==> src/ecp_pkg.sv <==
// Package for the configuration preload loader: word addresses, field
// positions inside the preload words, per-port field layout and defaults.
// Assumes one core clock and a word-read engine in front of the EEPROM.
package ecp_pkg;

    localparam int unsigned ECP_NUM_PORTS = 3;
    localparam int unsigned ECP_WORD_W    = 16;
    localparam int unsigned ECP_ADDR_W    = 8;

    // Preload word addresses, in EEPROM byte address units.
    localparam logic [7:0] ECP_A_SIG   = 8'h00;
    localparam logic [7:0] ECP_A_VID   = 8'h02;
    localparam logic [7:0] ECP_A_DID   = 8'h04;
    localparam logic [7:0] ECP_A_W06   = 8'h06;
    localparam logic [7:0] ECP_A_SSVID = 8'h08;
    localparam logic [7:0] ECP_A_SSID  = 8'h0a;
    localparam logic [7:0] ECP_A_W0C   = 8'h0c;
    localparam logic [7:0] ECP_A_W0E   = 8'h0e;
    localparam logic [7:0] ECP_A_STEP  = 8'h02;

    // Expected signature; the value is arbitrary.
    localparam logic [15:0] ECP_SIG_DEFAULT = 16'h5a3c;

    // Identifier defaults kept when no valid image is found; values are arbitrary.
    localparam logic [15:0] ECP_VID_DEFAULT   = 16'h1234;
    localparam logic [15:0] ECP_DID_DEFAULT   = 16'h0001;
    localparam logic [15:0] ECP_SSVID_DEFAULT = 16'h1234;
    localparam logic [15:0] ECP_SSID_DEFAULT  = 16'h0001;

    // Load strobe indices.
    localparam int unsigned ECP_LD_W06 = 0;
    localparam int unsigned ECP_LD_W0C = 1;
    localparam int unsigned ECP_LD_W0E = 2;
    localparam int unsigned ECP_LD_N   = 3;

    // Field positions in word 06h.
    localparam int unsigned W06_EXT_VC   = 0;
    localparam int unsigned W06_L0S_LO   = 1;
    localparam int unsigned W06_L1_LO    = 4;
    localparam int unsigned W06_NOORD_EG = 8;
    localparam int unsigned W06_NOORD_TG = 9;
    localparam int unsigned W06_SNF      = 10;
    localparam int unsigned W06_CT_LO    = 11;
    localparam int unsigned W06_ARB      = 13;
    localparam int unsigned W06_CRED     = 14;
    localparam int unsigned W06_INTA     = 15;

    // Field positions in word 0Ch.
    localparam int unsigned W0C_MPS_LO = 0;
    localparam int unsigned W0C_ASPM_LO = 2;
    localparam int unsigned W0C_RBER   = 4;
    localparam int unsigned W0C_MSI_DIS = 5;
    localparam int unsigned W0C_PAR_DIS = 6;
    localparam int unsigned W0C_PM_DIS = 7;
    localparam int unsigned W0C_PPNP   = 8;
    localparam int unsigned W0C_LBW    = 9;
    localparam int unsigned W0C_FRZ    = 10;
    localparam int unsigned W0C_SOF    = 11;
    localparam int unsigned W0C_SDN    = 12;
    localparam int unsigned W0C_PMDS   = 13;
    localparam int unsigned W0C_LTR    = 14;
    localparam int unsigned W0C_4KB    = 15;

    // Field positions in word 0Eh.
    localparam int unsigned W0E_LOW_LO  = 0;
    localparam int unsigned W0E_HIGH_LO = 5;
    localparam int unsigned W0E_HALF_LO = 10;
    localparam int unsigned W0E_OBFF    = 15;

    // Per-port fields, grouped by their configuration register.
    typedef struct packed {
        logic       ext_vc_count;                      // 144h bit 0
        logic [2:0] l0s_exit_latency;                  // CCh 14:12
        logic [2:0] l1_exit_latency;                   // CCh 17:15
        logic [1:0] aspm_support;                      // CCh 11:10
        logic       link_bw_notify_cap;                // CCh 21
        logic       surprise_down_cap;                 // CCh 19
        logic       no_order_egress;                   // 74h 5
        logic       no_order_tag;                      // 74h 6
        logic       store_and_forward;                 // 74h 0
        logic [1:0] cut_through_threshold;             // 74h 2:1
        logic       port_arbiter_mode;                 // 74h 3
        logic       credit_update_mode;                // 74h 4
        logic       compliance_parity_dis;             // 74h 15
        logic       intx_pin_request;                  // 3Ch 8
        logic [1:0] max_payload_support;               // C4h 1:0
        logic       role_err_report;                   // C4h 15
        logic       msi_cap_dis;                       // 70h 14
        logic       pm_cap_dis;                        // 70h 13
        logic       posted_pass_nonposted_enable;      // 8Ch 5
        logic       ordering_frozen;                   // 8Ch 6
        logic       tx_frame_start_latency_mode;       // 8Ch 0
        logic       pm_data_select_rw;                 // 8Ch 1
        logic       boundary_4k_check;                 // 8Ch 3
        logic       ltr_cap_en;                        // E4h 12
        logic       obff_cap_en;                       // E4h 18
        logic [4:0] tx_drive_level_low_deemph_margin;  // 94h 4:0
        logic [4:0] tx_drive_level_high_deemph_margin; // 94h 9:5
        logic [4:0] tx_drive_level_half_swing_margin;  // 94h 14:10
    } ecp_port_cfg_t;

    localparam ecp_port_cfg_t ECP_PORT_CFG_DEFAULT = '0;

    typedef struct packed {
        logic [15:0] vendor_id;
        logic [15:0] device_id;
        logic [15:0] subsys_vendor_id;
        logic [15:0] subsys_id;
    } ecp_ids_t;

    localparam ecp_ids_t ECP_IDS_DEFAULT = '{ECP_VID_DEFAULT, ECP_DID_DEFAULT,
                                             ECP_SSVID_DEFAULT, ECP_SSID_DEFAULT};

    // Gray codes along idle, request, wait, next, done.
    typedef enum logic [2:0] {
        ECP_ST_IDLE = 3'h0,
        ECP_ST_REQ  = 3'h1,
        ECP_ST_WAIT = 3'h3,
        ECP_ST_NEXT = 3'h2,
        ECP_ST_DONE = 3'h6
    } ecp_state_t;

endpackage : ecp_pkg

==> src/ecp_port_map.sv <==
// One port's slice of the preloaded configuration fields.
// Assumes load strobes and word come from the loader on the same clock.
`timescale 1ns/1ps
`default_nettype none

module ecp_port_map
    import ecp_pkg::*;
#(
    parameter int unsigned PORT_IDX = 0
)
(
    // Clock and reset
    input  wire logic                  clk_sys_in,
    input  wire logic                  nrst_in,
    // Load strobes with the word being applied
    input  wire logic [ECP_LD_N-1:0]   ld_in,
    input  wire logic [15:0]           word_in,
    // Field values
    output var  ecp_port_cfg_t         cfg_out
);

    typedef struct packed {
        ecp_port_cfg_t cfg;
    } ecp_map_state_t;

    ecp_map_state_t s_r;
    ecp_map_state_t s_nxt;

    // Interrupt pin and bandwidth notification exist on downstream ports only.
    localparam logic DOWNSTREAM = (PORT_IDX != 0);

    always_comb
    begin
        s_nxt = s_r;
        if (ld_in[ECP_LD_W06])
        begin
            s_nxt.cfg.ext_vc_count          = word_in[W06_EXT_VC];
            s_nxt.cfg.l0s_exit_latency      = word_in[W06_L0S_LO +: 3];
            s_nxt.cfg.l1_exit_latency       = word_in[W06_L1_LO +: 3];
            s_nxt.cfg.no_order_egress       = word_in[W06_NOORD_EG];
            s_nxt.cfg.no_order_tag          = word_in[W06_NOORD_TG];
            s_nxt.cfg.store_and_forward     = word_in[W06_SNF];
            s_nxt.cfg.cut_through_threshold = word_in[W06_CT_LO +: 2];
            s_nxt.cfg.port_arbiter_mode     = word_in[W06_ARB];
            s_nxt.cfg.credit_update_mode    = word_in[W06_CRED];
            if (DOWNSTREAM)
            begin
                s_nxt.cfg.intx_pin_request = word_in[W06_INTA];
            end
        end
        if (ld_in[ECP_LD_W0C])
        begin
            s_nxt.cfg.max_payload_support          = word_in[W0C_MPS_LO +: 2];
            s_nxt.cfg.aspm_support                 = word_in[W0C_ASPM_LO +: 2];
            s_nxt.cfg.role_err_report              = word_in[W0C_RBER];
            s_nxt.cfg.msi_cap_dis                  = word_in[W0C_MSI_DIS];
            s_nxt.cfg.compliance_parity_dis        = word_in[W0C_PAR_DIS];
            s_nxt.cfg.pm_cap_dis                   = word_in[W0C_PM_DIS];
            s_nxt.cfg.posted_pass_nonposted_enable = word_in[W0C_PPNP];
            if (DOWNSTREAM)
            begin
                s_nxt.cfg.link_bw_notify_cap = word_in[W0C_LBW];
            end
            s_nxt.cfg.ordering_frozen              = word_in[W0C_FRZ];
            s_nxt.cfg.tx_frame_start_latency_mode  = word_in[W0C_SOF];
            s_nxt.cfg.surprise_down_cap            = word_in[W0C_SDN];
            s_nxt.cfg.pm_data_select_rw            = word_in[W0C_PMDS];
            s_nxt.cfg.ltr_cap_en                   = word_in[W0C_LTR];
            s_nxt.cfg.boundary_4k_check            = word_in[W0C_4KB];
        end
        if (ld_in[ECP_LD_W0E])
        begin
            s_nxt.cfg.tx_drive_level_low_deemph_margin  = word_in[W0E_LOW_LO +: 5];
            s_nxt.cfg.tx_drive_level_high_deemph_margin = word_in[W0E_HIGH_LO +: 5];
            s_nxt.cfg.tx_drive_level_half_swing_margin  = word_in[W0E_HALF_LO +: 5];
            s_nxt.cfg.obff_cap_en                       = word_in[W0E_OBFF];
        end
    end

    always_ff @(posedge clk_sys_in or negedge nrst_in)
    begin
        if (!nrst_in)
        begin
            s_r <= '{cfg: ECP_PORT_CFG_DEFAULT};
        end
        else
        begin
            s_r <= s_nxt;
        end
    end

    assign cfg_out = s_r.cfg;

endmodule // ecp_port_map

`default_nettype wire

==> src/ecp_loader.sv <==
// Configuration preload loader: after reset it reads word 00h and, on a signature match, words 02h to 0Eh from
// the EEPROM word engine and scatters them into the identifiers and per-port fields.
// Assumes the word engine runs on clk_sys_in and answers each request with
// a one-cycle acknowledge carrying the word.
`timescale 1ns/1ps
`default_nettype none

module ecp_loader
    import ecp_pkg::*;
#(
    parameter logic [15:0] SIGNATURE = ECP_SIG_DEFAULT
)
(
    // Clock and reset
    input  wire logic                                  clk_sys_in,
    input  wire logic                                  nrst_in,
    // EEPROM word engine
    output logic                                       rd_req_out,
    output logic [ECP_ADDR_W-1:0]                      rd_addr_out,
    input  wire logic                                  rd_ack_in,
    input  wire logic [ECP_WORD_W-1:0]                 rd_data_in,
    // Identifiers
    output ecp_ids_t                                   ids_out,
    // Per-port fields
    output ecp_port_cfg_t [ECP_NUM_PORTS-1:0]          port_cfg_out,
    // Status
    output logic                                       cfg_ready_out,
    output logic                                       image_valid_out,
    output logic                                       image_bad_out
);

    typedef struct packed {
        ecp_state_t             fsm;
        logic [ECP_ADDR_W-1:0]  addr;
        logic                   rd_req;
        logic [ECP_WORD_W-1:0]  word;
        logic                   sig_ok;
        logic                   sig_bad;
        logic                   ready;
        logic [ECP_LD_N-1:0]    ld;
        ecp_ids_t               ids;
    } ecp_ctl_state_t;

    localparam ecp_ctl_state_t CTL_RESET = '{
        fsm:     ECP_ST_IDLE,
        addr:    ECP_A_SIG,
        rd_req:  1'b0,
        word:    '0,
        sig_ok:  1'b0,
        sig_bad: 1'b0,
        ready:   1'b0,
        ld:      '0,
        ids:     ECP_IDS_DEFAULT
    };

    ecp_ctl_state_t s_r;
    ecp_ctl_state_t s_nxt;

    always_comb
    begin
        s_nxt    = s_r;
        // Load strobes last one cycle, in the cycle after the word lands.
        s_nxt.ld = '0;
        case (s_r.fsm)
            ECP_ST_IDLE:
            begin
                s_nxt.addr   = ECP_A_SIG;
                s_nxt.rd_req = 1'b1;
                s_nxt.fsm    = ECP_ST_REQ;
            end
            ECP_ST_REQ:
            begin
                // The request is held until the engine acknowledges it.
                if (rd_ack_in)
                begin
                    s_nxt.rd_req = 1'b0;
                    s_nxt.word   = rd_data_in;
                    s_nxt.fsm    = ECP_ST_WAIT;
                end
            end
            ECP_ST_WAIT:
            begin
                s_nxt.fsm = ECP_ST_NEXT;
                case (s_r.addr)
                    ECP_A_SIG:
                    begin
                        if (s_r.word == SIGNATURE)
                        begin
                            s_nxt.sig_ok = 1'b1;
                        end
                        else
                        begin
                            s_nxt.sig_bad = 1'b1;
                            s_nxt.fsm     = ECP_ST_DONE;
                        end
                    end
                    ECP_A_VID:   s_nxt.ids.vendor_id        = s_r.word;
                    ECP_A_DID:   s_nxt.ids.device_id        = s_r.word;
                    ECP_A_SSVID: s_nxt.ids.subsys_vendor_id = s_r.word;
                    ECP_A_SSID:  s_nxt.ids.subsys_id        = s_r.word;
                    // one strobe feeds every port at once
                    ECP_A_W06:   s_nxt.ld[ECP_LD_W06] = 1'b1;
                    ECP_A_W0C:   s_nxt.ld[ECP_LD_W0C] = 1'b1;
                    ECP_A_W0E:   s_nxt.ld[ECP_LD_W0E] = 1'b1;
                    default:     s_nxt.fsm = ECP_ST_DONE;
                endcase
            end
            ECP_ST_NEXT:
            begin
                if (s_r.addr == ECP_A_W0E)
                begin
                    s_nxt.fsm = ECP_ST_DONE;
                end
                else
                begin
                    s_nxt.addr   = s_r.addr + ECP_A_STEP;
                    s_nxt.rd_req = 1'b1;
                    s_nxt.fsm    = ECP_ST_REQ;
                end
            end
            ECP_ST_DONE:
            begin
                // host access only after last load
                s_nxt.ready = 1'b1;
            end
            default:
            begin
                s_nxt = CTL_RESET;
            end
        endcase
    end

    always_ff @(posedge clk_sys_in or negedge nrst_in)
    begin
        if (!nrst_in)
        begin
            s_r <= CTL_RESET;
        end
        else
        begin
            s_r <= s_nxt;
        end
    end

    // Each port holds its own copy so a later per-port write cannot disturb
    // the others; the cost is three times the field flip-flops.
    genvar p;
    generate
        for (p = 0; p < ECP_NUM_PORTS; p++)
        begin : g_port
            ecp_port_map #(
                .PORT_IDX (p)
            ) u_map (
                .clk_sys_in (clk_sys_in),
                .nrst_in    (nrst_in),
                .ld_in      (s_r.ld),
                .word_in    (s_r.word),
                .cfg_out    (port_cfg_out[p])
            );
        end
    endgenerate

    assign rd_req_out      = s_r.rd_req;
    assign rd_addr_out     = s_r.addr;
    assign ids_out         = s_r.ids;
    assign cfg_ready_out   = s_r.ready;
    assign image_valid_out = s_r.sig_ok;
    assign image_bad_out   = s_r.sig_bad;

endmodule // ecp_loader

`default_nettype wire

==> config.mk <==
export PLATFORM = sky130hd
export DESIGN_NAME = ecp_loader
export DESIGN_NICKNAME = d
export VERILOG_FILES = /design/src/ecp_pkg.sv /design/src/ecp_port_map.sv /design/src/ecp_loader.sv
export SDC_FILE = /design/constraint.sdc
export NUM_CORES = 1
export LEC_CHECK = 0
export BUFFER_PORTS_ARGS = -buffer_cell sky130_fd_sc_hd__buf_2
export CORE_AREA = 2 2 176 178
export CTS_BUF_LIST = sky130_fd_sc_hd__clkbuf_4
export DETAILED_ROUTE_END_ITERATION = 12
export DIE_AREA = 0 0 178 180
export GPL_TIMING_DRIVEN = 0
export PLACE_DENSITY_LB_ADDON = 0.1
export SETUP_SLACK_MARGIN = 0.15
export SLEW_MARGIN = 5
export SYNTH_ARGS = -nofsm -noshare
export SYNTH_HDL_FRONTEND = slang
export SYNTH_HIERARCHICAL = 1
export SYNTH_SLANG_ARGS = --single-unit
==> constraint.sdc <==
create_clock -name clk_sys_in -period 1.5 [get_ports clk_sys_in]
set_input_delay 0.3 -clock clk_sys_in [delete_from_list [all_inputs] [get_ports clk_sys_in]]
set_output_delay 0.3 -clock clk_sys_in [all_outputs]
set_load 0.05 [all_outputs]
==> metrics.yaml, run 1 <==
grt_util_all_layers_pct: 21.4
yosysWarningCount: 6
cp.required_ns: 2.02
coreArea_um2: 30200
synth_ff_type: "dfrtp_1"
ant_nets: 0
finalHoldViolCount: 68
ys_ff_latch: 236
slew_violations: 0
dp_slack_ns: -0.561
ys_async_sr_fraction_pct: 100
hold_slack_ns: -0.375
synth-edff-count: 0
critical_path.slowest_cell: "dfrtp_2"
max_cap_violations: 0
path_clk_slew_ns: 0.06
clockBufferDepth: 3
wirelength_mm: 34.5
first_pass_iters: 6
ctsHoldBuffers: 17
max_freq_mhz: 554
tightest_slew_ns: 0.640
numClockSinks: 236
startpoint_type: "register"
nets: 1334
slew_headroom_pct: 57.4
status: "finished, violations left"
cts_root_buffer: "clkbuf_4"
dp.final_hpwl_mm: 19.5
via_count: 8240
synth_area_leaders: "dfrtp_1 54%, mux2_4 12%, mux2_2 6.6%"
wl_per_cell_um: 19.6
period_share_pct: 120
fin_setup_tns_ns: -27.32
rsz0062_at_grt: "true"
grt_pass1_vias: 8541
dieWidth_um: 178
max-vdd-ir-drop_mv: 1.11
clock_skew_ns: 0.0578
cp-end-kind: "register"
grt_pass1_wl_mm: 52.2
hp-class: "input pin to async pin"
synth.avg_cell_area_um2: 13.8
ys_types: 56
violations: "hold timing, setup timing"
nFillCells: 2427
grt_start_max_net_pins: 89
clkLatencyLatePin_ns: 0.68
syn_to_final_growth_pct: 70.8
cts_max_level: 3
die-height_um: 180
drive_above_1_share_pct: 70.9
min_period_ns: 1.80
routabilityCongestion: 0.788
ios: 236
syn-instance-count: 758
setup_viol_count_final: 241
cts_buffers: 68
critPathMaxFanout: 5
yosysTopAreaCell: "dfrtp_1"
ys_seq_area_share_pct: 56.7
arrival_ns: 2.32
die_area_um2: 32000
cts_tree: "yes"
crit_type: "register to register"
yosysTopAreaCellShare_pct: 53.7
cp_slowest_stage_delay_ns: 0.44
cp_common_cell: "buf_6"
antenna_found_initial: 2
leakagePower_uw: 0.00883
io_buffers: 232
cp_top_family: "buffers and inverters"
rows: 64
grt_overflow_total: 0
power_density_nw_per_um2: 1370
worstPathCellList: "nor4_4 -> buf_6 -> buf_12 -> buf_6 -> and3_4 -> o21ai_4 -> buf_6 -> a22o_1"
drc_errors: 0
syn_area_um2: 10400
routed_via_density: 4.68
dr.first_iter.drc_count: 463
multi_input_area_um2: 4000
crit_buf_inv: 4
fin_ws_ns: -0.305
start_util_pct: 34.6
regArea_um2: 5980
==> registers in the layout, indices dropped and copies added (netlist names) <==
| signal | cells |
|---|---|
| image_valid_out | 1 |
| rd_addr_out | 7 |
| s_r | 22 |
| ids_out | 64 |
| cfg_ready_out | 1 |
| rd_req_out | 1 |
| g_port.u_map/cfg_out | 139 |
| image_bad_out | 1 |
==> cell usage after synthesis, types with 4 or more instances <==
cell	n
a21oi_1	13
a221o_1	7
a22o_1	38
a22oi_1	14
buf_12	8
buf_2	13
buf_4	74
buf_6	13
clkbuf_1	12
dfrtp_1	224
dfstp_2	12
inv_1	7
mux2_2	61
mux2_4	80
nand2_1	59
nand2b_1	4
nand3_1	7
nor2_1	11
nor2b_1	5
nor3_1	5
o211ai_1	4
o21ai_0	24
o21ai_1	16
==> final timing paths <==
path	startpoint	endpoint	slack (ns)	cells past startpoint
min in group clk_sys_in	rd_data_in[8]	s_r[78]	0.43	4
worst max-delay path	rd_addr_out[7]	ids_out[48]	-0.30	8
worst min-delay path	nrst_in	ids_out[37]	-0.37	1
worst min register to register	ids_out[0]	ids_out[0]	0.49	2
worst max register to register	rd_addr_out[7]	ids_out[48]	-0.30	8
max in group asynchronous	nrst_in	g_port[2].u_map/cfg_out[37]	0.69	3
==> cell usage in the layout (no fill, tap or decap), types with 12 or more instances in the layout <==
cell type,instances
buf_8,84
buf_6,261
dfrtp_1,201
clkbuf_4,107
nand2_2,12
buf_12,13
dfstp_2,12
buf_4,199
mux2_2,61
a22oi_2,14
buf_2,18
mux2_4,80
nand2_1,40
dlygate4sd3_1,17
a22o_1,38
dfrtp_4,14
o21ai_1,23
==> routing by layer <==
layer,share of wire (%),track usage (%)
met1,42,29.2
met2,48,33.2
met3,7.1,5.35
met4,2.7,7.08
met5,0,0
==> repair_timing <==
item,CTS,global route
cloned,9,2
hold endpoints to repair,86,67
pin swaps,49,42
endpoints found under the setup margin,333,317
gates resized for setup,750,70
buffers inserted,143,80
==> power breakdown <==
group          switching (uW)  internal (uW)
clock                    2840           3380
combinational            5880           4470
sequential                722           7170
==> cell type report <==
| class | instances | share of cell area (%) |
|---|---|---|
| antenna | 1 | 0.0140 |
| multi-input combinational | 395 | 22.4 |
| buffer | 121 | 7.92 |
| clock buffer | 106 | 4.46 |
| sequential | 236 | 33.6 |
| clock inverter | 12 | 0.449 |
| inverter | 7 | 0.168 |
| timing repair buffer | 485 | 28.2 |
| tap | 396 | 2.78 |
==> logic make-up (layout without fill, tap and decap cells) <==
group / after synthesis / in the layout / share of synthesized area (%)
compound gates: 128 / 128 / 8.82
buf+inv: 128 / 731 / 9.60
fa+ha+maj: 1 / 1 / 0.120
flops: 236 / 236 / 56.7
mux: 142 / 142 / 18.2
other cells: 2 / 4 / 0.0719
simple gates: 120 / 120 / 6.41
xor+xnor: 1 / 1 / 0.0839
==> metrics by stage <==
step	utilization [%]	total power [uW]	instances	instance area (um^2)
2_1_floorplan	-	11600	759	10500
3_3_place_gp	40.3	14000	1387	12200
3_5_place_dp	40.6	14000	1389	12200
4_1_cts	56.1	23500	1676	17000
5_1_grt	59.1	25600	1759	17800
6_report	59.1	24500	1759	17800
No activity file was read; power rests on OpenSTA's default activity.
==> run 2: changes to the inputs <==
--- a/config.mk
+++ b/config.mk
@@ -6,10 +6,10 @@
 export NUM_CORES = 1
 export LEC_CHECK = 0
 export BUFFER_PORTS_ARGS = -buffer_cell sky130_fd_sc_hd__buf_2
-export CORE_AREA = 2 2 176 178
+export CORE_AREA = 2 2 147 149
 export CTS_BUF_LIST = sky130_fd_sc_hd__clkbuf_4
 export DETAILED_ROUTE_END_ITERATION = 12
-export DIE_AREA = 0 0 178 180
+export DIE_AREA = 0 0 149 151
 export GPL_TIMING_DRIVEN = 0
 export PLACE_DENSITY_LB_ADDON = 0.1
 export SETUP_SLACK_MARGIN = 0.15
@@ -18,3 +18,4 @@
 export SYNTH_HDL_FRONTEND = slang
 export SYNTH_HIERARCHICAL = 1
 export SYNTH_SLANG_ARGS = --single-unit
+export TNS_END_PERCENT = 50
==> metrics.yaml, run 2 (same netlist as run 1, synthesis figures left out) <==
status: "finished, violations left"
violations: "setup timing"
arrival_ns: 2.46  # +0.14 ns
hold_slack_ns: 0.111  # +0.486 ns
wirelength_mm: 34.0  # -1.5%
numClockSinks: 236  # unchanged
most-common-layout-cells: "251 x buf_6, 202 x dfrtp_1, 128 x buf_4"
period_share_pct: 122  # +1.2 points
leakagePower_uw: 0.00818  # -7.3%
drive_above_1_share_pct: 66.0  # -4.9 points
cp_slowest_stage_delay_ns: 0.44  # about the same
largest_register_ff_count: 139  # unchanged
power_frac_comb_pct: 39.5  # -2.8 points
power_density_nw_per_um2: 1390  # +1.3%
min_period_ns: 1.82  # +0.0178 ns
max_freq_mhz: 549  # -0.98%
wl_per_cell_um: 22.1  # +12%
die_area_um2: 22500  # -30%
nets: 1238  # -7.2%
cp-end-kind: "register"
cts_max_level: 2  # -1
fin_setup_tns_ns: -37.61  # -10.30 ns
finalHoldViolCount: 0  # -100%
first_pass_iters: 6  # unchanged
instances_no_fill: 1540  # -12%
crit_buf_inv: 3  # -1
rows: 53  # -17%
max-vdd-ir-drop_mv: 1.29  # +16%
cts_root_buffer: "clkbuf_4"
setup_viol_count_final: 307  # +27%
critPathMaxFanout: 7  # +2
clockBufferDepth: 3  # unchanged
sw_frac_of_total_pct: 38.8  # +0.17 points
dr.first_iter.drc_count: 561  # +21%
grtUsageMet1_pct: 37.2  # +8.0 points
use_met2_pct: 45.1  # +12 points
cp.required_ns: 2.14  # +0.12 ns
die-height_um: 151  # -16%
crit_type: "register to register"
drc_errors: 0  # unchanged
rsz0062_at_grt: "true"
dieWidth_um: 149  # -16%
via_count: 8264  # +0.29%
grt_util_all_layers_pct: 27.9  # +6.5 points
grt_util_met3_pct: 6.75  # +1.4 points
rrSetupSlack_ns: -0.32  # -0.02 ns
p_switching_uw: 8960  # -5.1%
clock_skew_ns: 0.0501  # -0.00767 ns
cts_buffers: 61  # -10%
cts_tree: "yes"
startpoint_type: "register"
tightest_slew_ns: 0.511  # -0.129 ns
io_buffers: 232  # unchanged
coreArea_um2: 20800  # -31%
power.total_uw: 23100  # -5.5%
fin_ws_ns: -0.323  # -0.0178 ns
grt_overflow_total: 0  # unchanged
grt_start_max_net_pins: 92  # +3.4%
slew_violations: 0  # unchanged
syn_to_final_growth_pct: 59.3
power.internal_uw: 14100  # -5.8%
pwr-share-seq_pct: 34.6  # +2.3 points
ios: 236  # unchanged
max_cap_violations: 0  # unchanged
clkLatencyLatePin_ns: 0.72  # +0.04 ns
slew_headroom_pct: 65.9  # +8.5 points
path_clk_slew_ns: 0.08  # +0.02 ns
routed_via_density: 5.37  # +15%
hp-class: "input pin to async pin"
routabilityCongestion: 0.842  # +6.8%
start_util_pct: 50.1  # +16 points
grt_pass1_wl_mm: 47.5  # -8.9%
ant_nets: 0  # unchanged
critical_path.slowest_cell: "dfrtp_2"
antenna_found_initial: 1  # -1
top_usage_layer: "met2"
cp_top_family: "simple AND/OR/NAND/NOR gates"
dp.final_hpwl_mm: 17.8  # -8.9%
fin_util_pct: 79.9  # +21 points
grt_pass1_vias: 8134  # -4.8%
clock_power_share_pct: 25.9  # +0.5 points
worstPathCellList: "nor4_4 -> buf_6 -> buf_8 -> and4_4 -> clkbuf_16 -> a22oi_2 -> o21ai_1"
layout_commonest_cell: "buf_6"
placed_cells: 1268  # -8.7%
==> run 2: what timing repair did <==
action | CTS | global route
setup endpoints to repair | 325 | 331
pin swaps | 22 | 21
hold buffers | 18 | 0
hold endpoints to repair | 174 | 0
cloned | 6 | 3
resized for setup | 452 | 437
buffers inserted | 77 | 58
==> run 2: power by group through the flow <==
stage	combinational, uW	clock, uW	sequential, uW
floorplan	3180	0	8340
global route	9520	6460	8020
finish	9120	5990	7990
CTS	8090	6060	7900
global placement	4670	0	8890
detailed placement	4720	0	8890
==> run 2: worst paths after layout <==
path | startpoint | end | depth (start not counted)
min in group clk_sys_in | rd_data_in[4] | s_r[74] | 4
min | nrst_in | ids_out[35] | 2
max reg2reg | rd_addr_out[7] | ids_out[35] | 7
max in group asynchronous | nrst_in | ids_out[28] | 3
max | rd_addr_out[7] | ids_out[35] | 7
min reg2reg | ids_out[0] | ids_out[0] | 2
==> run 2: layout make-up <==
type | count | area [um^2]
flip-flops and latches | 236 | 5990
fillers | 1172 | 4190
repair buffers | 395 | 4180
multi-input cells | 396 | 3870
plain buffers | 121 | 1380
clock buffers | 98 | 736
well taps | 275 | 344
clock inverters | 11 | 98.8
inverters | 7 | 26.3
diodes | 1 | 2.50
==> run 2: worst reg2reg max path, cell delays in order (launching register included) <==
cell       delay [ns]
dfrtp_2          0.44
nor4_4           0.29
buf_6            0.18
buf_8            0.15
and4_4           0.28
clkbuf_16        0.17
a22oi_2          0.05
o21ai_1          0.20
==> run 2: per-stage QoR <==
step                      setup slack, ns  area (um^2)
final                              -0.323        16600
after global routing               -0.357        16600
after CTS                          -0.325        15100
after detailed placement           -0.531        12100
after global placement              -4.11        12000
after floorplan                    -0.166        10500
==> run 2: layer usage <==
metal  part of all wire, %  vias to the layer above
li1                      -                     3578
met1                    40                     4195
met2                    50                      416
met3                   7.1                       75
met4                   3.0                        0
met5                     0                        -
